`src/hdl/sdram_ctl_pkg.sv`:
```
// package for the sdram bank state and clock-enable control block
// assumes one core clock at 20 MHz and pins synchronous to it
package sdram_ctl_pkg;
   localparam int CLK_NS        = 50;
   localparam int NBANK         = 4;
   localparam int BA_W          = 2;
   localparam int DQ_W          = 16;
   localparam int COL_W         = 9;
   localparam int BL_W          = 4;
   localparam int CL_W          = 2;
   localparam int BANK_CNT_W    = 4;
   localparam int AP_BIT        = 10;

   localparam int T_RP_NS       = 18;
   localparam int T_RCD_NS      = 18;
   localparam int T_WR_NS       = 12;
   localparam int T_RC_NS       = 60;
   localparam int T_MRD_NS      = 100;
   localparam int T_XSR_NS      = 120;
   localparam int DPD_MIN_US    = 100;

   function automatic int ceil_cyc(input int ns);
      int c;
      c = (ns + CLK_NS - 1) / CLK_NS;
      return (c < 1) ? 1 : c;
   endfunction

   localparam logic [BANK_CNT_W-1:0] RP_CYC  = BANK_CNT_W'(ceil_cyc(T_RP_NS));
   localparam logic [BANK_CNT_W-1:0] RCD_CYC = BANK_CNT_W'(ceil_cyc(T_RCD_NS));
   localparam logic [BANK_CNT_W-1:0] WR_CYC  = BANK_CNT_W'(ceil_cyc(T_WR_NS));
   localparam logic [BANK_CNT_W-1:0] RC_CYC  = BANK_CNT_W'(ceil_cyc(T_RC_NS));
   localparam logic [BANK_CNT_W-1:0] MRD_CYC = BANK_CNT_W'(ceil_cyc(T_MRD_NS));
   localparam logic [BANK_CNT_W-1:0] XSR_CYC = BANK_CNT_W'(ceil_cyc(T_XSR_NS));
   localparam int DPD_MIN_CYC = (DPD_MIN_US * 1000) / CLK_NS;
   localparam logic [BL_W-1:0] BL_ONE        = 4'h1;
   localparam logic [BANK_CNT_W-1:0] CNT_ONE = 4'h1;
   localparam logic [CL_W-1:0] CL_ONE        = 2'h1;

   typedef enum logic [2:0] {
      CMD_INHIBIT, CMD_NOP, CMD_ACT, CMD_READ, CMD_WRITE,
      CMD_BST, CMD_PRE, CMD_REF_OR_LMR
   } cmd_kind_t;

   typedef enum logic [2:0] {
      BK_IDLE      = 3'b000,
      BK_ACTIVATING= 3'b001,
      BK_ACTIVE    = 3'b011,
      BK_BURST     = 3'b010,
      BK_RECOVER   = 3'b110,
      BK_PRECHARGE = 3'b100
   } bank_state_t;

   // device power state, gray along idle -> pd/sr/deep paths
   typedef enum logic [2:0] {
      PW_RUN     = 3'b000,
      PW_PDOWN   = 3'b001,
      PW_SUSPEND = 3'b011,
      PW_SELFREF = 3'b010,
      PW_XSR     = 3'b110,
      PW_DEEP    = 3'b100,
      PW_BUSY    = 3'b101
   } pwr_state_t;

   typedef struct packed {
      logic            cs_n;
      logic            ras_n;
      logic            cas_n;
      logic            we_n;
      logic [BA_W-1:0] ba;
      logic [12:0]     addr;
   } cmd_pins_t;

   typedef struct packed {
      logic [DQ_W-1:0]  data;
      logic [BA_W-1:0]  bank;
      logic [COL_W-1:0] col;
   } wr_word_t;

   function automatic cmd_kind_t decode_cmd(input cmd_pins_t p);
      if (p.cs_n) return CMD_INHIBIT;
      case ({p.ras_n, p.cas_n, p.we_n})
         3'b111:  return CMD_NOP;
         3'b011:  return CMD_ACT;
         3'b101:  return CMD_READ;
         3'b100:  return CMD_WRITE;
         3'b110:  return CMD_BST;
         3'b010:  return CMD_PRE;
         default: return CMD_REF_OR_LMR;
      endcase
   endfunction
endpackage

```
`src/hdl/sdram_bank_fsm.sv`:
```
// per-bank state tracker with timers for activate, recovery and precharge
// assumes commands already decoded and gated by the top
module sdram_bank_fsm
   import sdram_ctl_pkg::*;
(
   input  wire logic  i_core_clk,
   input  wire logic  i_resetn,
   input  wire logic  i_tick,
   input  wire logic  i_act,
   input  wire logic  i_pre,
   input  wire logic  i_burst_start,
   input  wire logic  i_burst_ap,
   input  wire logic  i_burst_end,
   input  wire logic  i_burst_was_write,
   output bank_state_t o_state,
   output logic       o_idle
);
   bank_state_t            state_reg, state_next;
   logic [BANK_CNT_W-1:0]  cnt_reg, cnt_next;
   logic                   ap_reg, ap_next;
   wire                    cnt_done = (cnt_reg <= CNT_ONE);

   assign o_state = state_reg;
   assign o_idle  = (state_reg == BK_IDLE);

   always_comb begin
      state_next = state_reg;
      cnt_next   = (cnt_reg != '0) ? cnt_reg - CNT_ONE : cnt_reg;
      ap_next    = ap_reg;
      if (i_tick) begin
         case (state_reg)
            BK_IDLE: if (i_act) begin
               state_next = BK_ACTIVATING;
               cnt_next   = RCD_CYC;
            end
            BK_ACTIVATING: if (cnt_done) state_next = BK_ACTIVE;
            BK_ACTIVE, BK_BURST: begin
               if (i_pre) begin
                  state_next = BK_PRECHARGE;
                  cnt_next   = RP_CYC;
               end else if (i_burst_start) begin
                  state_next = BK_BURST;
                  ap_next    = i_burst_ap;
               end else if (state_reg == BK_BURST && i_burst_end) begin
                  // concurrent auto precharge: write waits recovery, read goes now
                  if (ap_reg && i_burst_was_write) begin
                     state_next = BK_RECOVER;
                     cnt_next   = WR_CYC;
                  end else if (ap_reg) begin
                     state_next = BK_PRECHARGE;
                     cnt_next   = RP_CYC;
                  end else begin
                     state_next = BK_ACTIVE;
                  end
               end
            end
            BK_RECOVER: if (cnt_done) begin
               state_next = BK_PRECHARGE;
               cnt_next   = RP_CYC;
            end
            BK_PRECHARGE: if (cnt_done) state_next = BK_IDLE;
            default: state_next = BK_IDLE;
         endcase
      end else begin
         cnt_next = cnt_reg;
      end
   end

   always_ff @(posedge i_core_clk or negedge i_resetn) begin
      if (!i_resetn) begin
         state_reg <= BK_IDLE;
         cnt_reg   <= '0;
         ap_reg    <= 1'b0;
      end else begin
         state_reg <= state_next;
         cnt_reg   <= cnt_next;
         ap_reg    <= ap_next;
      end
   end
endmodule // sdram_bank_fsm

```
`src/hdl/sdram_bank_state_cke_control.sv`:
```
// device-side command, bank state and clock-enable control
// assumes pins synchronous to i_core_clk; array sits behind the write fifo
module sdram_bank_state_cke_control
   import sdram_ctl_pkg::*;
(
   input  wire logic                   i_core_clk,
   input  wire logic                   i_resetn,
   input  wire logic                   i_cke,
   input  sdram_ctl_pkg::cmd_pins_t    i_cmd,
   input  wire logic [1:0]             i_dqm,
   input  wire logic [DQ_W-1:0]        i_dq,
   input  wire logic [CL_W-1:0]        i_cas_latency,
   input  wire logic [BL_W-1:0]        i_burst_len,
   input  wire logic [DQ_W-1:0]        i_array_rdata,
   input  wire logic                   i_array_wr_ready,
   output logic [DQ_W-1:0]             o_dq,
   output logic                        o_dq_oe_n,
   output logic [BA_W-1:0]             o_array_rd_bank,
   output logic [COL_W-1:0]            o_array_rd_col,
   output logic                        o_array_wr_valid,
   output sdram_ctl_pkg::wr_word_t     o_array_wr,
   output logic                        o_wr_overflow,
   output pwr_state_t                  o_pwr_state,
   output logic [NBANK-1:0]            o_bank_idle,
   output logic                        o_deep_pd
);
   pwr_state_t        pwr_reg, pwr_next;
   logic              cke_prev_reg;
   logic [BANK_CNT_W-1:0] pcnt_reg, pcnt_next;

   logic              burst_on_reg;
   logic              burst_wr_reg;
   logic [BA_W-1:0]   burst_bank_reg;
   logic [COL_W-1:0]  col_reg;
   logic [BL_W-1:0]   left_reg;

   // read data pipeline: one slot per latency stage
   logic [3:0]        rd_pipe_v_reg;
   logic [3:0][DQ_W-1:0] rd_pipe_d_reg;
   logic [DQ_W-1:0]   dq_reg;
   logic              dq_oe_n_reg;
   logic              ovf_reg;

   bank_state_t       bank_st [NBANK];
   logic [NBANK-1:0]  bank_idle;

   cmd_kind_t kind;
   assign kind = decode_cmd(i_cmd);

   wire all_idle   = &bank_idle;
   wire is_nop     = (kind == CMD_NOP) || (kind == CMD_INHIBIT);
   wire is_refresh = (kind == CMD_REF_OR_LMR) && i_cmd.we_n;
   wire is_lmr     = (kind == CMD_REF_OR_LMR) && !i_cmd.we_n;
   wire cke_fall   = cke_prev_reg && !i_cke;
   wire cke_rise   = !cke_prev_reg && i_cke;
   // internal clock runs only in normal operation with cke held high
   wire tick       = (pwr_reg == PW_RUN) && cke_prev_reg && i_cke;
   wire is_rd      = tick && (kind == CMD_READ);
   wire is_wr      = tick && (kind == CMD_WRITE);
   wire new_burst  = is_rd || is_wr;
   wire bst        = tick && (kind == CMD_BST);
   wire ap_flag    = i_cmd.addr[AP_BIT];
   wire burst_done = burst_on_reg && (left_reg == BL_ONE);
   wire burst_step = burst_on_reg && tick;
   // a new burst or terminate ends the running one
   wire cut_burst  = burst_on_reg && (new_burst || bst);
   wire end_burst  = cut_burst || (burst_step && burst_done);

   // write data capture; data with the interrupting command belongs to it
   wire wr_cap     = burst_step && burst_wr_reg && !bst && !i_dqm[0] && !cut_burst;
   wire wr_first   = is_wr && !i_dqm[0];
   wire fifo_ready;
   wire push       = wr_cap || wr_first;
   wr_word_t wr_word;
   assign wr_word.data = i_dq;
   assign wr_word.bank = is_wr ? i_cmd.ba : burst_bank_reg;
   assign wr_word.col  = is_wr ? i_cmd.addr[COL_W-1:0] : col_reg;

   sdram_wr_fifo #(
      .WIDTH($bits(wr_word_t)),
      .DEPTH(4)
   ) u_wr_fifo (
      .i_core_clk (i_core_clk),
      .i_resetn   (i_resetn),
      .i_in_valid (push),
      .o_in_ready (fifo_ready),
      .i_in_data  (wr_word),
      .o_out_valid(o_array_wr_valid),
      .i_out_ready(i_array_wr_ready),
      .o_out_data (o_array_wr)
   );

   genvar b;
   generate
      for (b = 0; b < NBANK; b++) begin : g_bank
         wire hit     = (i_cmd.ba == BA_W'(b));
         wire mine    = burst_on_reg && (burst_bank_reg == BA_W'(b));
         wire pre_b   = tick && (kind == CMD_PRE) && (i_cmd.addr[AP_BIT] || hit);
         sdram_bank_fsm u_bank (
            .i_core_clk       (i_core_clk),
            .i_resetn         (i_resetn),
            .i_tick           (tick),
            .i_act            (tick && (kind == CMD_ACT) && hit),
            .i_pre            (pre_b),
            .i_burst_start    (new_burst && hit),
            .i_burst_ap       (ap_flag),
            .i_burst_end      (mine && end_burst && !(new_burst && hit)),
            .i_burst_was_write(burst_wr_reg),
            .o_state          (bank_st[b]),
            .o_idle           (bank_idle[b])
         );
      end
   endgenerate

   // power and clock-enable states
   always_comb begin
      pwr_next  = pwr_reg;
      pcnt_next = (pcnt_reg != '0) ? pcnt_reg - CNT_ONE : pcnt_reg;
      case (pwr_reg)
         PW_RUN: begin
            if (cke_fall && kind == CMD_BST) begin
               pwr_next = PW_DEEP;
            end else if (cke_fall && all_idle && is_nop) begin
               pwr_next = PW_PDOWN;
            end else if (cke_fall && all_idle && is_refresh) begin
               pwr_next = PW_SELFREF;
            end else if (cke_fall && burst_on_reg) begin
               pwr_next = PW_SUSPEND;
            end else if (tick && all_idle && is_refresh) begin
               pwr_next  = PW_BUSY;
               pcnt_next = RC_CYC;
            end else if (tick && all_idle && is_lmr) begin
               pwr_next  = PW_BUSY;
               pcnt_next = MRD_CYC;
            end
         end
         PW_PDOWN:   if (cke_rise && is_nop) pwr_next = PW_RUN;
         PW_SUSPEND: if (cke_rise) pwr_next = PW_RUN;
         PW_SELFREF: if (cke_rise && is_nop) begin
            pwr_next  = PW_XSR;
            pcnt_next = XSR_CYC;
         end
         PW_XSR, PW_BUSY: if (pcnt_reg <= CNT_ONE) pwr_next = PW_RUN;
         PW_DEEP:    if (cke_rise) pwr_next = PW_RUN;
         default:    pwr_next = PW_RUN;
      endcase
   end

   // read data: source column captured at command, delivered CL later
   wire [CL_W-1:0] cl_eff = (i_cas_latency == '0) ? CL_ONE : i_cas_latency;
   wire rd_issue = (burst_step && !burst_wr_reg && !cut_burst && !bst) || is_rd;
   wire [3:0] pipe_next = {rd_pipe_v_reg[2:0], rd_issue};
   wire rd_out_v = rd_pipe_v_reg[cl_eff - CL_ONE];
   assign o_array_rd_bank = is_rd ? i_cmd.ba : burst_bank_reg;
   assign o_array_rd_col  = is_rd ? i_cmd.addr[COL_W-1:0] : col_reg;

   always_ff @(posedge i_core_clk or negedge i_resetn) begin
      if (!i_resetn) begin
         pwr_reg      <= PW_RUN;
         pcnt_reg     <= '0;
         cke_prev_reg <= 1'b0;
      end else begin
         pwr_reg      <= pwr_next;
         pcnt_reg     <= pcnt_next;
         cke_prev_reg <= i_cke;
      end
   end

   always_ff @(posedge i_core_clk or negedge i_resetn) begin
      if (!i_resetn) begin
         burst_on_reg   <= 1'b0;
         burst_wr_reg   <= 1'b0;
         burst_bank_reg <= '0;
         col_reg        <= '0;
         left_reg       <= '0;
      end else if (new_burst) begin
         burst_on_reg   <= (i_burst_len != BL_ONE);
         burst_wr_reg   <= is_wr;
         burst_bank_reg <= i_cmd.ba;
         col_reg        <= i_cmd.addr[COL_W-1:0] + COL_W'(1);
         left_reg       <= i_burst_len - BL_ONE;
      end else if (end_burst) begin
         burst_on_reg   <= 1'b0;
      end else if (burst_step) begin
         col_reg        <= col_reg + COL_W'(1);
         left_reg       <= left_reg - BL_ONE;
      end
   end

   always_ff @(posedge i_core_clk or negedge i_resetn) begin
      if (!i_resetn) begin
         rd_pipe_v_reg <= '0;
         rd_pipe_d_reg <= '0;
         dq_reg        <= '0;
         dq_oe_n_reg   <= 1'b1;
         ovf_reg       <= 1'b0;
      end else begin
         // held during suspend so read data stays driven
         if (pwr_reg != PW_SUSPEND) begin
            rd_pipe_v_reg <= is_wr ? '0 : pipe_next;
            rd_pipe_d_reg <= {rd_pipe_d_reg[2:0], i_array_rdata};
         end
         // word travels with its valid bit, so it leaves at the latency of its column
         dq_reg      <= rd_pipe_d_reg[cl_eff - CL_ONE];
         dq_oe_n_reg <= !(rd_out_v && !is_wr && !i_dqm[0]);
         ovf_reg     <= ovf_reg || (push && !fifo_ready);
      end
   end

   assign o_dq          = dq_reg;
   assign o_dq_oe_n     = dq_oe_n_reg;
   assign o_wr_overflow = ovf_reg;
   assign o_pwr_state   = pwr_reg;
   assign o_bank_idle   = bank_idle;
   assign o_deep_pd     = (pwr_reg == PW_DEEP);
endmodule // sdram_bank_state_cke_control

```
`src/hdl/sdram_wr_fifo.sv`:
```
// small fifo for write words heading to the array
// assumes a single clock; drain side may stall
module sdram_wr_fifo #(
   parameter int WIDTH = 8,
   parameter int DEPTH = 4
) (
   input  wire logic             i_core_clk,
   input  wire logic             i_resetn,
   input  wire logic             i_in_valid,
   output logic                  o_in_ready,
   input  wire logic [WIDTH-1:0] i_in_data,
   output logic                  o_out_valid,
   input  wire logic             i_out_ready,
   output logic [WIDTH-1:0]      o_out_data
);
   localparam int AW = $clog2(DEPTH);
   logic [WIDTH-1:0] mem [DEPTH];
   logic [AW-1:0]    wr_ptr_reg;
   logic [AW-1:0]    rd_ptr_reg;
   logic [AW:0]      count_reg;
   wire              push = i_in_valid && o_in_ready;
   wire              pop  = o_out_valid && i_out_ready;

   assign o_in_ready  = (count_reg != (AW+1)'(DEPTH));
   assign o_out_valid = (count_reg != '0);
   assign o_out_data  = mem[rd_ptr_reg];

   always_ff @(posedge i_core_clk) begin
      if (push) mem[wr_ptr_reg] <= i_in_data;
   end

   always_ff @(posedge i_core_clk or negedge i_resetn) begin
      if (!i_resetn) begin
         wr_ptr_reg <= '0;
         rd_ptr_reg <= '0;
         count_reg  <= '0;
      end else begin
         if (push) wr_ptr_reg <= (wr_ptr_reg == AW'(DEPTH-1)) ? '0 : wr_ptr_reg + 1'b1;
         if (pop)  rd_ptr_reg <= (rd_ptr_reg == AW'(DEPTH-1)) ? '0 : rd_ptr_reg + 1'b1;
         count_reg <= count_reg + (AW+1)'(push) - (AW+1)'(pop);
      end
   end
endmodule // sdram_wr_fifo

```
`config.mk`:
```
export PLATFORM = sky130hd
export DESIGN_NAME = sdram_bank_state_cke_control
export DESIGN_NICKNAME = d
export VERILOG_FILES = /design/src/hdl/sdram_ctl_pkg.sv /design/src/hdl/sdram_bank_fsm.sv /design/src/hdl/sdram_bank_state_cke_control.sv /design/src/hdl/sdram_wr_fifo.sv
export SDC_FILE = /design/constraint.sdc
export NUM_CORES = 1
export LEC_CHECK = 0
export BUFFER_PORTS_ARGS = -buffer_cell sky130_fd_sc_hd__buf_4
export CAP_MARGIN = 20
export CORE_ASPECT_RATIO = 0.75
export CORE_UTILIZATION = 59
export CTS_CLUSTER_DIAMETER = 120
export DETAILED_ROUTE_END_ITERATION = 12
export PLACE_DENSITY_LB_ADDON = 0.12
export SLEW_MARGIN = 20
export SYNTH_ARGS = -nofsm -noshare
export SYNTH_HDL_FRONTEND = slang
export SYNTH_SLANG_ARGS = --single-unit
```
`constraint.sdc`:
```
create_clock -name i_core_clk -period 4.1 [get_ports i_core_clk]
set_input_delay 0.82 -clock i_core_clk [delete_from_list [all_inputs] [get_ports i_core_clk]]
set_output_delay 0.82 -clock i_core_clk [all_outputs]
set_load 0.1 [all_outputs]
```
==> results of run 1 <==
layout make-up:
type,count,share of cell area
Multi-Input combinational cell,712,0.349
Tap cell,253,0.0230
Inverter,33,0.00901
Sequential cell,241,0.478
Clock inverter,9,0.00956
Clock buffer,35,0.0513
Timing Repair Buffer,139,0.0799
how the worst max path moves through the flow:
stage | slack [ns] | cells past startpoint | start | to
after floorplan | 0.63 | 6 | o_pwr_state[2] | u_wr_fifo.mem[3][0]
after global placement | 0.43 | 6 | i_cmd[16] | o_array_rd_col[6]
after detailed placement | 0.40 | 6 | i_cmd[16] | o_array_rd_col[3]
after CTS | 0.29 | 5 | o_pwr_state[2] | o_array_rd_col[3]
after global routing | 0.12 | 5 | o_pwr_state[2] | o_array_rd_col[3]
final | 0.27 | 5 | o_pwr_state[2] | o_array_rd_col[4]
where the power goes:
group / internal (W) / switching (W) / total, W
combinational: 0.00127 / 0.00302 / 0.00429
sequential: 0.00296 / 0.000505 / 0.00346
clock: 0.00139 / 0.000928 / 0.00232
routing by layer:
layer  up-vias  track usage  routed length, um
met5         -            0                  0
met1      4108        0.387              12100
met4         0       0.0728                583
met3        48       0.0370               1650
met2       303        0.395              11700
li1       3974            -                  -
worst max-delay path: stages, from the launching register on:
cell and delay, ns:
dfrtp_1 0.55, or4b_1 0.69, nor2_1 0.18, nand2_1 0.41, mux2_2 0.44, buf_4 0.23
synthesized netlist by cell type (all sizes together), types with 4 or more instances:
| library cell | count |
|---|---|
| a211oi | 5 |
| a21oi | 46 |
| a22o | 8 |
| a31oi | 8 |
| and2 | 9 |
| buf | 17 |
| clkbuf | 43 |
| dfrtp | 132 |
| edfxtp | 108 |
| ha | 27 |
| inv | 33 |
| mux2 | 32 |
| mux2i | 22 |
| mux4 | 27 |
| nand2 | 207 |
| nand2b | 15 |
| nand3 | 18 |
| nand4 | 11 |
| nor2 | 73 |
| nor2b | 9 |
| nor3 | 26 |
| nor3b | 7 |
| nor4 | 8 |
| o21ai | 39 |
| o31ai | 10 |
| or3 | 6 |
| or4 | 4 |
| xnor2 | 14 |
| xor2 | 12 |
logic make-up after synthesis:
logic type | share of synthesized area
and+or+nand+nor | 0.162
DFF | 0.560
AOI/OAI and AO/OA | 0.0946
buffers and inverters | 0.0322
muxes | 0.102
adders and majority gates | 0.0305
xor gates and xnor gates | 0.0194
stage by stage:
stage          power, W  setup slack (ns)  hold WS (ns)  area, um^2  utilization
6_report         0.0101             0.273         0.352       13700        0.707
5_1_grt          0.0105             0.125         0.422       13700        0.707
4_1_cts          0.0101             0.291         0.401       13700        0.707
3_5_place_dp    0.00776             0.404         0.458       12900        0.664
3_3_place_gp    0.00766             0.426         0.450       12900        0.664
2_1_floorplan   0.00680             0.628         0.437       11700            -
==> results.toml, run 1 <==
[clock_network]
cts_max_path_buffers = 3
cts.reportedPaths.clkPinSlew_ns = 0.06
h-tree-depth = 1
cts_buffers = 24
cts_hold_buf = 0
tritoncts = "built"
cts-root-buf = "clkbuf_16"
clk_latency_ns = 0.51
cts_resized = 0
cts_sinks = 241
post_cts_buffers = 0

[yosys]
synth_warnings = 0
synth_seq_cells = 241
synth_area_mm2 = 0.0117
ys_types = 81
synthCells = 1046
syn_area_per_cell_um2 = 11.2
yosys-top-cells-area = "dfrtp_1, edfxtp_1, nand2_1"
yosysTopAreaCell = "dfrtp_1"
ys.flop_type = "dfrtp_1"
ys_seq_area_frac = 0.560
synth_edf_count = 108
synth_top_area_frac = 0.282
synth_fp_nets = 1137
async_flop_share = 0.552

[timing]
finalSetupTns_ns = 0
fmax_ghz = 0.261
hold_viol = 0
finalMaxSlewViolations = 0
tightestPinTransition_ns = 1.08
worst_clock_skew_ns = 0.0118
setup_viol = 0
rsz0062_at_grt = "false"
slew_headroom = 0.278
finalCritPeriodShare = 0.933
fin_crit_ns = 3.83

[final_layout]
fin_cells = 1422
final_cell_mix = "nand2_1, buf_4, dfrtp_1, edfxtp_1, nor2_1"
filler_cell_count = 1401
largest_reg_flops = 108
multi_input_area_mm2 = 0.00479
n_antenna_cell = 0
nNetsFinal = 1242
final_common_cell = "nand2_1"
seqCellArea_mm2 = 0.00657
drive_gt1_frac = 0.216
area_growth_pct = 17.1

[route]
wire_per_inst_um = 18.3
drc_errors = 0
final_antenna_net_count = 0
drtIter0Drc = 769
via_per_inst = 5.93
num_vias = 8433
routed_wl_mm = 26.1
drt_pass1_iterations = 5

[place]
gp_congestion = 0.890
dp_hpwl_mm = 17.2
port_buffers = 123
placedCellCount = 1378

[grt]
grt_pass1_vias = 7849
grt_overflow = 0
antenna_found_initial = 0
grt_start_max_net_pins = 89
grt_use_total = 0.258
grt_pass1_wl_mm = 41.1

[worst_setup_path]
endpoint_kind = "output port"
r2r_end = "u_wr_fifo.mem[0][14]"
rr_worst_depth = 7
critPathArrivalTime_ns = 3.01
path_class = "flip-flop to output port"
rrSetupSlack_ns = 0.93
cp-start-kind = "flip-flop"
crit_fanout = 14
timing.rr.start = "o_pwr_state[2]"
cp.required_ns = 3.28

[min_path]
hold_path_class = "input pin to asynchronous set/reset pin"

[run_status]
status = "finished clean"

[floorplanning]
row_count = 44
core_mm2 = 0.0194
chipHeight_um = 124
ios = 128
initial_core_util = 0.604
die_w_um = 165
die_area_mm2 = 0.0205

[job]
cap_violations = 0

[power_and_ir_drop]
power_density_mw_per_mm2 = 733
leakagePower_nw = 5.77
max-vdd-ir-drop_uv = 962
Note: power is estimated with default switching activity, not from simulation.
==> inputs of run 2 (changes only) <==
--- a/config.mk
+++ b/config.mk
@@ -7,8 +7,10 @@
 export LEC_CHECK = 0
 export BUFFER_PORTS_ARGS = -buffer_cell sky130_fd_sc_hd__buf_4
 export CAP_MARGIN = 20
+export CELL_PAD_IN_SITES_DETAIL_PLACEMENT = 2
+export CELL_PAD_IN_SITES_GLOBAL_PLACEMENT = 2
 export CORE_ASPECT_RATIO = 0.75
-export CORE_UTILIZATION = 59
+export CORE_UTILIZATION = 39
 export CTS_CLUSTER_DIAMETER = 120
 export DETAILED_ROUTE_END_ITERATION = 12
 export PLACE_DENSITY_LB_ADDON = 0.12
==> results.toml, run 2 (same netlist as run 1, synthesis figures left out) <==
[run_status]
status = "finished clean"

[final_layout]
nNetsFinal = 1244
n_antenna_cell = 0
area_growth_pct = 17.6
filler_cell_count = 2982
largest_reg_flops = 108
drive_gt1_frac = 0.216
final_cell_mix = "nand2_1, buf_4, dfrtp_1, edfxtp_1, nor2_1"
final_common_cell = "nand2_1"

[grt]
grt_pass1_vias = 9397
grt_start_max_net_pins = 69
antenna_found_initial = 0
grt_overflow = 0
grt_use_total = 0.232
grt_pass1_wl_mm = 55.5

[timing]
worst_clock_skew_ns = 0.0133
finalSetupTns_ns = 0
slew_headroom = 0.386
fmax_ghz = 0.268
tightestPinTransition_ns = 0.915
rsz0062_at_grt = "false"
hold_slack_ns = 0.284
finalCritPeriodShare = 0.912
hold_viol = 0
finalMaxSlewViolations = 0
setup_viol = 0
fin_crit_ns = 3.74

[place]
dp_hpwl_mm = 24.4
gp_congestion = 0.819
port_buffers = 123

[floorplanning]
row_count = 54
die_w_um = 202
die_area_mm2 = 0.0308
ios = 128
chipHeight_um = 152
core_mm2 = 0.0293
initial_core_util = 0.400

[clock_network]
cts_sinks = 241
clk_latency_ns = 0.54
cts_buffers = 25
cts.reportedPaths.clkPinSlew_ns = 0.07
cts_resized = 0
cts_hold_buf = 0
tritoncts = "built"
h-tree-depth = 1
cts-root-buf = "clkbuf_16"
post_cts_buffers = 0
cts_max_path_buffers = 3

[power_and_ir_drop]
leakagePower_nw = 5.74
finalPower_w = 0.0101
power_density_mw_per_mm2 = 731
max-vdd-ir-drop_uv = 277

[worst_setup_path]
rrSetupSlack_ns = 0.80
crit_fanout = 12
cp-start-kind = "flip-flop"
cp.required_ns = 3.28
path_class = "flip-flop to output port"
critPathArrivalTime_ns = 2.92
endpoint_kind = "output port"

[route]
drc_errors = 0
drt_pass1_iterations = 5
routed_wl_mm = 34.9
wire_per_inst_um = 22.3
drtIter0Drc = 424
via_per_inst = 5.51
num_vias = 8613
final_antenna_net_count = 0

[job]
cap_violations = 0

[min_path]
hold_path_class = "input pin to asynchronous set/reset pin"
[run 2: cell types whose count changed in the layout (fill, tap and decap cells not counted), sizes merged]
cell / change
buf: +1
clkinv: +9
bufinv: -2
clkinvlp: -2
clkbuf: -3
[run 2: critical path, stage by stage (launching register included)]
cell	delay, ns
dfrtp_1	0.57
or4b_1	0.70
nor2_1	0.18
nand2_1	0.13
buf_4	0.23
mux2_2	0.27
buf_4	0.29
[run 2: worst paths after layout]
check	endpoint	cells past startpoint	from
max	o_array_rd_col[8]	6	o_pwr_state[2]
min in group i_core_clk	cke_prev_reg	1	i_cke
max in group asynchronous	col_reg[8]	2	i_resetn
min	g_bank[2].u_bank.cnt_reg[0]	1	i_resetn
min reg2reg	rd_pipe_d_reg[39]	2	rd_pipe_d_reg[39]
max reg2reg	u_wr_fifo.mem[3][8]	6	o_pwr_state[0]
[run 2: report_power, final]
part           switching [W]  total, W  internal (W)
registers           0.000512   0.00347       0.00296
logic                0.00317   0.00443       0.00127
clock network       0.000964   0.00218       0.00122
[run 2: layout make-up]
cell class,instances,area [um^2],area share
Clock inverter,14,96.3,0.00698
Tap cell,392,490,0.0355
Sequential cell,241,6570,0.476
Clock buffer,32,672,0.0487
Inverter,33,124,0.00897
Timing Repair Buffer,140,1050,0.0764
Multi-Input combinational cell,712,4790,0.347
[run 2: through the flow]
step                cells  utilization  worst slack, ns  area, um^2
floorplan            1046            -            0.628       11700
global placement     1518        0.445            0.547       13000
detailed placement   1518        0.445            0.509       13000
CTS                  1564        0.471            0.354       13800
global route         1564        0.471            0.238       13800
finish               1564        0.471            0.363       13800
[run 2: layer usage]
metal | routed length [um] | vias up | GRT usage
li1 | - | 3971 | -
met1 | 16400 | 4435 | 0.329
met2 | 16500 | 159 | 0.377
met3 | 1260 | 48 | 0.0321
met4 | 720 | 0 | 0.0530
met5 | 0 | - | 0
